**config.mk**
```make
export PLATFORM = sky130hd
export DESIGN_NAME = remote_output_status_map
export DESIGN_NICKNAME = d
export VERILOG_FILES = /design/src/common/remote_out_pkg.sv /design/src/rtl/remote_output_status_map.sv /design/src/rtl/slot_sync.sv
export SDC_FILE = /design/constraint.sdc
export NUM_CORES = 1
export LEC_CHECK = 0
export BUFFER_PORTS_ARGS = -buffer_cell sky130_fd_sc_hd__buf_2
export CAP_MARGIN = 20
export CORE_MARGIN = 1
export CORE_UTILIZATION = 40
export CTS_CLUSTER_SIZE = 25
export DETAILED_ROUTE_END_ITERATION = 12
export SLEW_MARGIN = 5
export SYNTH_ARGS = -nofsm -noshare
export SYNTH_HDL_FRONTEND = slang
export SYNTH_SLANG_ARGS = --single-unit
```
**constraint.sdc**
```tcl
create_clock -name mclk -period 7.5 [get_ports mclk]
set_input_delay 1.5 -clock mclk [delete_from_list [all_inputs] [get_ports mclk]]
set_output_delay 1.5 -clock mclk [all_outputs]
set_load 0.02 [all_outputs]
```
**src/common/remote_out_pkg.sv**
```systemverilog
// Shared constants and types for the remote output status map.
// Assumes one clock domain (mclk) with an active-high asynchronous reset.
package remote_out_pkg;

    localparam int SYNC_STAGES = 3;
    localparam int SLOT_COUNT  = 16;
    localparam int ADDR_W      = 16;
    localparam int DATA_W      = 16;

    localparam logic [ADDR_W-1:0] OFS_STATUS_UPPER = 16'h007e;
    localparam logic [ADDR_W-1:0] OFS_STATUS_LOWER = 16'h007f;
    localparam logic [DATA_W-1:0] STATUS_RESET     = 16'h0000;
    localparam logic [DATA_W-1:0] UPPER_READ_VALUE = 16'h0000;

    // Selectable source codes for one output slot
    typedef enum logic [4:0] {
        SRC_UNUSED        = 5'h00,
        SRC_FWD_ECHO      = 5'h01,
        SRC_REV_ECHO      = 5'h02,
        SRC_STOP_SEL_ECHO = 5'h03,
        SRC_RUN_GATE_ECHO = 5'h04,
        SRC_BRAKE_ECHO    = 5'h05,
        SRC_DIR_SEL_ECHO  = 5'h06,
        SRC_BRAKE_REL     = 5'h07,
        SRC_SHAFT_FREE    = 5'h08,
        SRC_DATA_SEL0     = 5'h09,
        SRC_DATA_SEL1     = 5'h0a,
        SRC_DATA_SEL2     = 5'h0b,
        SRC_FAULT         = 5'h0c,
        SRC_WARNING       = 5'h0d,
        SRC_MOTION        = 5'h0e,
        SRC_TORQUE_LIMIT  = 5'h0f,
        SRC_SPEED_BAND    = 5'h10,
        SRC_BUSY          = 5'h11,
        SRC_OVERLOAD      = 5'h12,
        SRC_MAIN_POWER    = 5'h13,
        SRC_SHAFT_DIR     = 5'h14
    } src_e;

    typedef src_e [SLOT_COUNT-1:0] map_t;

    localparam map_t DEFAULT_MAP = '{
        0:  SRC_DATA_SEL0,
        1:  SRC_DATA_SEL1,
        2:  SRC_DATA_SEL2,
        3:  SRC_FWD_ECHO,
        4:  SRC_REV_ECHO,
        5:  SRC_STOP_SEL_ECHO,
        6:  SRC_WARNING,
        7:  SRC_FAULT,
        8:  SRC_BUSY,
        9:  SRC_UNUSED,
        10: SRC_UNUSED,
        11: SRC_UNUSED,
        12: SRC_OVERLOAD,
        13: SRC_MOTION,
        14: SRC_SPEED_BAND,
        15: SRC_TORQUE_LIMIT
    };

    // Command inputs as held by the input command logic
    typedef struct packed {
        logic       fwd;
        logic       rev;
        logic       stop_sel;
        logic       run_gate;
        logic       brake_gate;
        logic       dir_sel;
        logic       brake_release;
        logic       shaft_free;
        logic [2:0] data_sel;
    } cmd_s;

    // Driver conditions arriving on pins from outside this clock domain
    typedef struct packed {
        logic fault;
        logic warning;
        logic motion;
        logic internal_busy;
        logic main_power;
        logic shaft_fwd;
    } pin_cond_s;

    localparam int PIN_COND_W = $bits(pin_cond_s);

    // Complete condition set after synchronising and comparing
    typedef struct packed {
        pin_cond_s pins;
        logic      torque_limit;
        logic      speed_band;
        logic      overload;
    } cond_s;

endpackage

```
**src/rtl/remote_output_status_map.sv**
```systemverilog
// Remote output status map: sixteen assignable status slots in a read-only register pair.
// Assumes commands and speed/torque figures come from logic on mclk, and driver
// condition levels arrive from pins outside the clock domain.
`timescale 1ns/1ps
module remote_output_status_map
    import remote_out_pkg::*;
#(
    parameter int SPEED_W  = 16,
    parameter int TORQUE_W = 16
)(
    input  wire logic                mclk,
    input  wire logic                rst,
    input  wire logic                rd_en,
    input  wire logic [ADDR_W-1:0]   rd_addr,
    output logic                     rd_valid,
    output logic                     rd_err,
    output logic      [DATA_W-1:0]   rd_data,
    input  wire logic                wr_en,
    input  wire logic [ADDR_W-1:0]   wr_addr,
    output logic                     wr_ack,
    output logic                     wr_err,
    input  wire logic                cfg_wr,
    input  wire logic [3:0]          cfg_slot,
    input  wire src_e                cfg_src,
    input  wire logic                three_wire,
    input  wire cmd_s                cmd,
    input  wire pin_cond_s           cond_pins,
    input  wire logic [SPEED_W-1:0]  set_speed,
    input  wire logic [SPEED_W-1:0]  actual_speed,
    input  wire logic [SPEED_W-1:0]  speed_band,
    input  wire logic [TORQUE_W-1:0] load_torque,
    input  wire logic [TORQUE_W-1:0] torque_limit_val,
    input  wire logic [TORQUE_W-1:0] overload_level,
    output logic      [DATA_W-1:0]   status_word
);

    logic [PIN_COND_W-1:0] pins_q;
    pin_cond_s             pins_sync;
    cond_s                 cond;
    logic [SPEED_W-1:0]    speed_diff;

    map_t                  map_r;
    map_t                  map_nxt;
    logic [DATA_W-1:0]     status_r;
    logic [DATA_W-1:0]     status_nxt;

    logic                  rd_valid_r;
    logic                  rd_valid_nxt;
    logic                  rd_err_r;
    logic                  rd_err_nxt;
    logic [DATA_W-1:0]     rd_data_r;
    logic [DATA_W-1:0]     rd_data_nxt;
    logic                  wr_ack_r;
    logic                  wr_ack_nxt;
    logic                  wr_err_r;
    logic                  wr_err_nxt;

    function automatic logic exceeds(input logic [TORQUE_W-1:0] val,
                                     input logic [TORQUE_W-1:0] lim);
        exceeds = val > lim;
    endfunction

    function automatic logic is_mapped(input logic [ADDR_W-1:0] addr);
        is_mapped = (addr == OFS_STATUS_UPPER) || (addr == OFS_STATUS_LOWER);
    endfunction

    // Level of one source; three-wire mode swaps the echo set under the same codes
    function automatic logic src_value(input src_e code,
                                       input logic tw,
                                       input cmd_s c,
                                       input cond_s k);
        case (code)
            SRC_FWD_ECHO:      src_value = tw ? c.run_gate : c.fwd;
            SRC_REV_ECHO:      src_value = tw ? c.brake_gate : c.rev;
            SRC_STOP_SEL_ECHO: src_value = tw ? c.dir_sel : c.stop_sel;
            SRC_RUN_GATE_ECHO: src_value = c.run_gate;
            SRC_BRAKE_ECHO:    src_value = c.brake_gate;
            SRC_DIR_SEL_ECHO:  src_value = c.dir_sel;
            SRC_BRAKE_REL:     src_value = c.brake_release;
            SRC_SHAFT_FREE:    src_value = c.shaft_free;
            SRC_DATA_SEL0:     src_value = c.data_sel[0];
            SRC_DATA_SEL1:     src_value = c.data_sel[1];
            SRC_DATA_SEL2:     src_value = c.data_sel[2];
            SRC_FAULT:         src_value = k.pins.fault;
            SRC_WARNING:       src_value = k.pins.warning;
            SRC_MOTION:        src_value = k.pins.motion;
            SRC_TORQUE_LIMIT:  src_value = k.torque_limit;
            SRC_SPEED_BAND:    src_value = k.speed_band;
            SRC_BUSY:          src_value = k.pins.internal_busy;
            SRC_OVERLOAD:      src_value = k.overload;
            SRC_MAIN_POWER:    src_value = k.pins.main_power;
            SRC_SHAFT_DIR:     src_value = k.pins.shaft_fwd;
            default:           src_value = 1'b0;
        endcase
    endfunction

    slot_sync #(
        .WIDTH (PIN_COND_W)
    ) u_pin_sync (
        .mclk (mclk),
        .rst  (rst),
        .d    (cond_pins),
        .q    (pins_q)
    );

    assign pins_sync = pin_cond_s'(pins_q);

    // Derived conditions from the numeric figures
    always_comb
    begin
        speed_diff        = (set_speed >= actual_speed) ? set_speed - actual_speed
                                                        : actual_speed - set_speed;
        cond.pins         = pins_sync;
        cond.torque_limit = exceeds(load_torque, torque_limit_val);
        cond.speed_band   = speed_diff > speed_band;
        cond.overload     = exceeds(load_torque, overload_level);
    end

    // Slot assignment table; the host-side registers cannot reach it
    always_comb
    begin
        map_nxt = map_r;
        if (cfg_wr)
        begin
            map_nxt[cfg_slot] = cfg_src;
        end
    end

    // Status follows the sources every cycle, whatever the bus does
    always_comb
    begin
        for (int i = 0; i < SLOT_COUNT; i++)
        begin
            status_nxt[i] = src_value(map_r[i], three_wire, cmd, cond);
        end
    end

    // Register read and write answers, one cycle after the request
    always_comb
    begin
        rd_valid_nxt = rd_en;
        rd_err_nxt   = rd_en && !is_mapped(rd_addr);
        rd_data_nxt  = rd_data_r;
        if (rd_en)
        begin
            if (rd_addr == OFS_STATUS_LOWER)
            begin
                rd_data_nxt = status_r;
            end
            else
            begin
                rd_data_nxt = UPPER_READ_VALUE;
            end
        end
        // Writes are answered so the link layer can close the frame, then dropped
        wr_ack_nxt = wr_en && is_mapped(wr_addr);
        wr_err_nxt = wr_en && !is_mapped(wr_addr);
    end

    always_ff @(posedge mclk or posedge rst)
    begin
        if (rst)
        begin
            map_r      <= DEFAULT_MAP;
            status_r   <= STATUS_RESET;
            rd_valid_r <= 1'b0;
            rd_err_r   <= 1'b0;
            rd_data_r  <= STATUS_RESET;
            wr_ack_r   <= 1'b0;
            wr_err_r   <= 1'b0;
        end
        else
        begin
            map_r      <= map_nxt;
            status_r   <= status_nxt;
            rd_valid_r <= rd_valid_nxt;
            rd_err_r   <= rd_err_nxt;
            rd_data_r  <= rd_data_nxt;
            wr_ack_r   <= wr_ack_nxt;
            wr_err_r   <= wr_err_nxt;
        end
    end

    assign rd_valid    = rd_valid_r;
    assign rd_err      = rd_err_r;
    assign rd_data     = rd_data_r;
    assign wr_ack      = wr_ack_r;
    assign wr_err      = wr_err_r;
    assign status_word = status_r;

    lower_read_a: assert property (
        @(posedge mclk) disable iff (rst)
        rd_en && rd_addr == OFS_STATUS_LOWER |=> rd_valid && rd_data == $past(status_r))
        else $error("lower status read returned wrong word");

    upper_zero_a: assert property (
        @(posedge mclk) disable iff (rst)
        rd_en && rd_addr == OFS_STATUS_UPPER |=> rd_valid && !rd_err && rd_data == 16'h0000)
        else $error("upper status read was not zero");

    reset_map_a: assert property (
        @(posedge mclk)
        $fell(rst) |-> map_r[7] == SRC_FAULT && map_r[6] == SRC_WARNING
                    && map_r[3] == SRC_FWD_ECHO && map_r[0] == SRC_DATA_SEL0)
        else $error("lower byte default map wrong after reset");

    reset_upper_a: assert property (
        @(posedge mclk)
        $fell(rst) |-> map_r[8] == SRC_BUSY && map_r[9] == SRC_UNUSED
                    && map_r[12] == SRC_OVERLOAD && map_r[15] == SRC_TORQUE_LIMIT)
        else $error("upper byte default map wrong after reset");

    three_wire_a: assert property (
        @(posedge mclk) disable iff (rst)
        map_r[3] == SRC_FWD_ECHO && three_wire && !cfg_wr
        |=> status_r[3] == $past(cmd.run_gate))
        else $error("three-wire forward slot not showing run gate");

    cfg_bind_a: assert property (
        @(posedge mclk) disable iff (rst)
        cfg_wr ##1 !cfg_wr |=> status_r[$past(cfg_slot, 2)]
                               == src_value($past(cfg_src, 2), $past(three_wire),
                                            $past(cmd), $past(cond)))
        else $error("configured slot not following its new source");

    echo_sel_a: assert property (
        @(posedge mclk) disable iff (rst)
        map_r[1] == SRC_DATA_SEL1 && !cfg_wr |=> status_r[1] == $past(cmd.data_sel[1]))
        else $error("data select echo mismatch");

    fault_slot_a: assert property (
        @(posedge mclk) disable iff (rst)
        map_r[7] == SRC_FAULT && !cfg_wr |=> status_r[7] == $past(pins_sync.fault))
        else $error("fault slot mismatch");

    warn_slot_a: assert property (
        @(posedge mclk) disable iff (rst)
        map_r[6] == SRC_WARNING && !cfg_wr |=> status_r[6] == $past(pins_sync.warning))
        else $error("warning slot mismatch");

    motion_slot_a: assert property (
        @(posedge mclk) disable iff (rst)
        map_r[13] == SRC_MOTION && !cfg_wr |=> status_r[13] == $past(pins_sync.motion))
        else $error("motion slot mismatch");

    torque_slot_a: assert property (
        @(posedge mclk) disable iff (rst)
        map_r[15] == SRC_TORQUE_LIMIT && !cfg_wr
        |=> status_r[15] == ($past(load_torque) > $past(torque_limit_val)))
        else $error("torque limit slot mismatch");

    speed_slot_a: assert property (
        @(posedge mclk) disable iff (rst)
        map_r[14] == SRC_SPEED_BAND && !cfg_wr && set_speed == actual_speed
        |=> !status_r[14])
        else $error("speed band flagged with equal speeds");

    overload_slot_a: assert property (
        @(posedge mclk) disable iff (rst)
        map_r[12] == SRC_OVERLOAD && !cfg_wr
        |=> status_r[12] == ($past(load_torque) > $past(overload_level)))
        else $error("overload slot mismatch");

    busy_slot_a: assert property (
        @(posedge mclk) disable iff (rst)
        map_r[8] == SRC_BUSY && !cfg_wr |=> status_r[8] == $past(pins_sync.internal_busy))
        else $error("busy slot mismatch");

    main_power_slot_a: assert property (
        @(posedge mclk) disable iff (rst)
        map_r[11] == SRC_MAIN_POWER && !cfg_wr
        |=> status_r[11] == $past(pins_sync.main_power))
        else $error("main power slot mismatch");

    shaft_dir_slot_a: assert property (
        @(posedge mclk) disable iff (rst)
        map_r[12] == SRC_SHAFT_DIR && !cfg_wr
        |=> status_r[12] == $past(pins_sync.shaft_fwd))
        else $error("shaft direction slot mismatch");

    unused_slot_a: assert property (
        @(posedge mclk) disable iff (rst)
        map_r[10] == SRC_UNUSED && !cfg_wr |=> !status_r[10])
        else $error("unused slot not zero");

    write_inert_a: assert property (
        @(posedge mclk) disable iff (rst)
        wr_en && !cfg_wr |=> wr_ack == is_mapped($past(wr_addr))
                             && map_r == $past(map_r))
        else $error("write disturbed the slot map");

endmodule

```
**src/rtl/slot_sync.sv**
```systemverilog
// Three-stage synchroniser with agreement filter for a vector of pin levels.
// Assumes each bit is an independent level; bits may settle on different cycles.
`timescale 1ns/1ps
module slot_sync
    import remote_out_pkg::*;
#(
    parameter int WIDTH = 1
)(
    input  wire logic             mclk,
    input  wire logic             rst,
    input  wire logic [WIDTH-1:0] d,
    output logic      [WIDTH-1:0] q
);

    logic [WIDTH-1:0] s1_r;
    logic [WIDTH-1:0] s2_r;
    logic [WIDTH-1:0] s3_r;
    logic [WIDTH-1:0] q_r;
    logic [WIDTH-1:0] q_nxt;

    // A change is taken only where the second and third stages agree
    always_comb
    begin
        for (int i = 0; i < WIDTH; i++)
        begin
            q_nxt[i] = (s2_r[i] == s3_r[i]) ? s3_r[i] : q_r[i];
        end
    end

    always_ff @(posedge mclk or posedge rst)
    begin
        if (rst)
        begin
            s1_r <= '0;
            s2_r <= '0;
            s3_r <= '0;
            q_r  <= '0;
        end
        else
        begin
            s1_r <= d;
            s2_r <= s1_r;
            s3_r <= s2_r;
            q_r  <= q_nxt;
        end
    end

    assign q = q_r;

endmodule

```
==> results.cfg <==
[status]
outcome = finished clean

[power]
switchingPower_mw = 1.23
p_int_mw = 2.00
p_sw_share_pct = 38.2
power_density_mw_per_mm2 = 242
pwr-share-comb_pct = 33.9
pwr-share-clk_pct = 27.3
p_seq_share_pct = 38.8
power.leakage_nw = 5.99
ir_drop_mv = 0.179

[clock_network]
htreeDepth = 4
clock-root-buffer = clkbuf_16
postCtsSetupRepairBufs = 0
numCtsBuffers = 17
cts-resized-gates = 0
clock_latency_ps = 430
clock_tree.buffer_depth = 2
clkSinkCount = 140
path_clk_slew_ps = 60
tritoncts = yes
cts_hold_buf = 0

[timing]
finalHoldViolCount = 0
max_freq_mhz = 182
fin_crit_sh_pct = 73.3
fin_crit_ps = 5490
slew_violations = 0
rsz0062_at_grt = no
tightest_slew_ps = 1030
relSlewSlack_pct = 31.2
finClkSkew_ps = 7.09
setup_viol = 0
tns_ps = 0

[route]
dr.max_layer_used = met4
drt-pass1-iter-count = 5
wl_met2_um = 15400
wl_um = 34300
m1WireLength_um = 15800
met3_length_um = 2470
viasPerCell = 5.80
drt_first_iter_violations = 804
wl_per_cell_um = 18.8
vias = 10600
antenna_left = 0
drcViolationCount = 0

[floorplanning]
io_pins = 196
dieArea_mm2 = 0.0298
core_mm2 = 0.0286
die_w_um = 173
initial_core_util_pct = 40.7
rows = 62
fp.dieH_um = 173

[run]
maxCapViolations = 0

[yosys]
synth.most_common_cell = dfrtp_1
ys.flop_type = dfrtp_1
synthCells = 1315
synth-edff-count = 0
synth-async-reset-ratio_pct = 100
avgSynthCellArea_um2 = 8.85
synth_top_area_share_pct = 24.1
yosys.area.top_type = dfrtp_1
ys_seq_area_share_pct = 30.4
ys_ff_latch = 140
syn_nets = 1556
synth_commonest_cells = dfrtp_1, inv_1, mux2_2, nand2_1, clkbuf_1
synthTopCellsByArea = dfrtp_1, mux2_2, ha_1
ys_types = 77
ys_warn_count = 0
syn_area_mm2 = 0.0116

[min_path]
worstHoldEndpoint = u_pin_sync.s2_r[0]
hold_class = reg -> reg
min_from = u_pin_sync.s1_r[0]
holdPathStages = 0

[layout]
multi_input_area_mm2 = 0.00731
drive_above_1_share_pct = 25.7
final_util_pct = 46.6
nets = 1670
ff_latch_area_mm2 = 0.00354
area_delta_synth_final_pct = 14.6
insertedDiodeCount = 0
fillers = 2737

[setup_path]
r2r-start = map_r[15]
cp.required_ps = 7810
r2r-end = status_word[3]
cp-start-kind = primary input
cp_max_fo = 16
cp-end-kind = flip-flop
arrival_ps = 5800
r2r_cells = 7
reg2reg_setup_slack_ps = 5200
path_class = in -> reg

[global_routing]
gr-usage-all-layers_pct = 22.9
grt_start_max_net_pins = 74
grt_pass1_vias = 9986
grt_pass1_wl_um = 54300
grt_overflow_total = 0
grt_antenna_before_repair = 0

[placed_design]
gp_congestion = 0.908
dp_hpwl_um = 22600
port_buffers = 194
sequential cells by signal, indices dropped and copies added, names as in the netlist:
register / flops
rd_valid: 1
u_pin_sync.s1_r: 6
status_word: 16
u_pin_sync.q: 6
u_pin_sync.s2_r: 6
wr_err: 1
map_r: 80
u_pin_sync.s3_r: 6
rd_err: 1
wr_ack: 1
rd_data: 16
cells by family (layout without fill, tap and decap cells):
family	count (synthesis)	in the layout	share of synthesized area, %
xor+xnor	14	14	1.05
fa+ha+maj	87	87	9.35
compound gates	329	329	18.6
mux	147	147	15.3
simple gates	393	393	18.4
flops	140	140	30.4
buf+inv	205	332	6.89
metrics by stage:
stage	power, mW	instances	worst slack (ps)	area (um2)	hold WS (ps)
3_5_place_dp	2.34	1794	1670	12700	335
5_1_grt	3.42	1826	1830	13300	358
3_3_place_gp	2.32	1794	1690	12700	331
2_1_floorplan	2.01	1315	2290	11600	331
4_1_cts	3.23	1826	2090	13300	350
6_report	3.23	1826	2010	13300	348
per-layer routing:
metal,vias up,global-route usage (%)
li1,5066,-
met1,5047,32.5
met2,432,36.0
met3,53,3.19
met4,0,6.73
met5,-,0
cells in the final DEF (no fill, tap or decap), drive strengths merged, types with 7 or more instances in the layout:
cell	instances
buf	201
dfrtp	112
inv	100
mux2	95
nand2	89
ha	79
o21ai	73
a21oi	72
nor2	64
nand3	50
mux2i	40
a31oi	31
nor2b	28
dfstp	28
nand3b	23
nand2b	22
nand4	20
nor3	19
o211ai	19
clkbuf	19
a22o	18
a211oi	18
a221oi	15
a21o	14
nor4	13
nor3b	12
mux4	12
o22ai	10
xnor2	9
nor4b	9
and3	8
nand4b	8
and3b	7
nor4bb	7
a22oi	7
power by group through the flow:
| stage | registers, mW | logic, mW | clock network (mW) |
|---|---|---|---|
| floorplan | 1.09 | 0.922 | 0 |
| global placement | 1.25 | 1.07 | 0 |
| detailed placement | 1.26 | 1.08 | 0 |
| CTS | 1.25 | 1.09 | 0.892 |
| global route | 1.29 | 1.21 | 0.925 |
| finish | 1.25 | 1.09 | 0.882 |
final cells by class:
cell class / instances / area share, %
multi-input combinational: 970 / 54.8
sequential: 140 / 26.5
timing repair buffer: 201 / 7.68
tap: 384 / 3.60
clock buffer: 19 / 3.32
inverter: 99 / 2.82
clock inverter: 13 / 1.25
worst max-delay path, stage by stage:
cell and delay (ps):
buf_2 110, inv_1 50, ha_1 170, inv_1 60
fa_1 410, a211oi_1 230, o21bai_1 120, a21oi_1 340
o21ai_0 250, a2111oi_0 450, a21oi_1 90, xor2_1 160
ha_1 290, a21o_1 160, a21oi_1 210, nand2_1 70
o41ai_1 60, a31o_2 580, nor4_1 120, a311o_1 360
worst max-delay path by stage:
stage	start	to	depth (start not counted)
3_3_place_gp	actual_speed[0]	status_word[4]	20
2_1_floorplan	rst	map_r[10]	1
3_5_place_dp	actual_speed[0]	status_word[4]	20
5_1_grt	actual_speed[0]	status_word[4]	20
6_report	actual_speed[0]	status_word[4]	20
4_1_cts	actual_speed[0]	status_word[4]	20
Power figures use the tool's default switching activity.
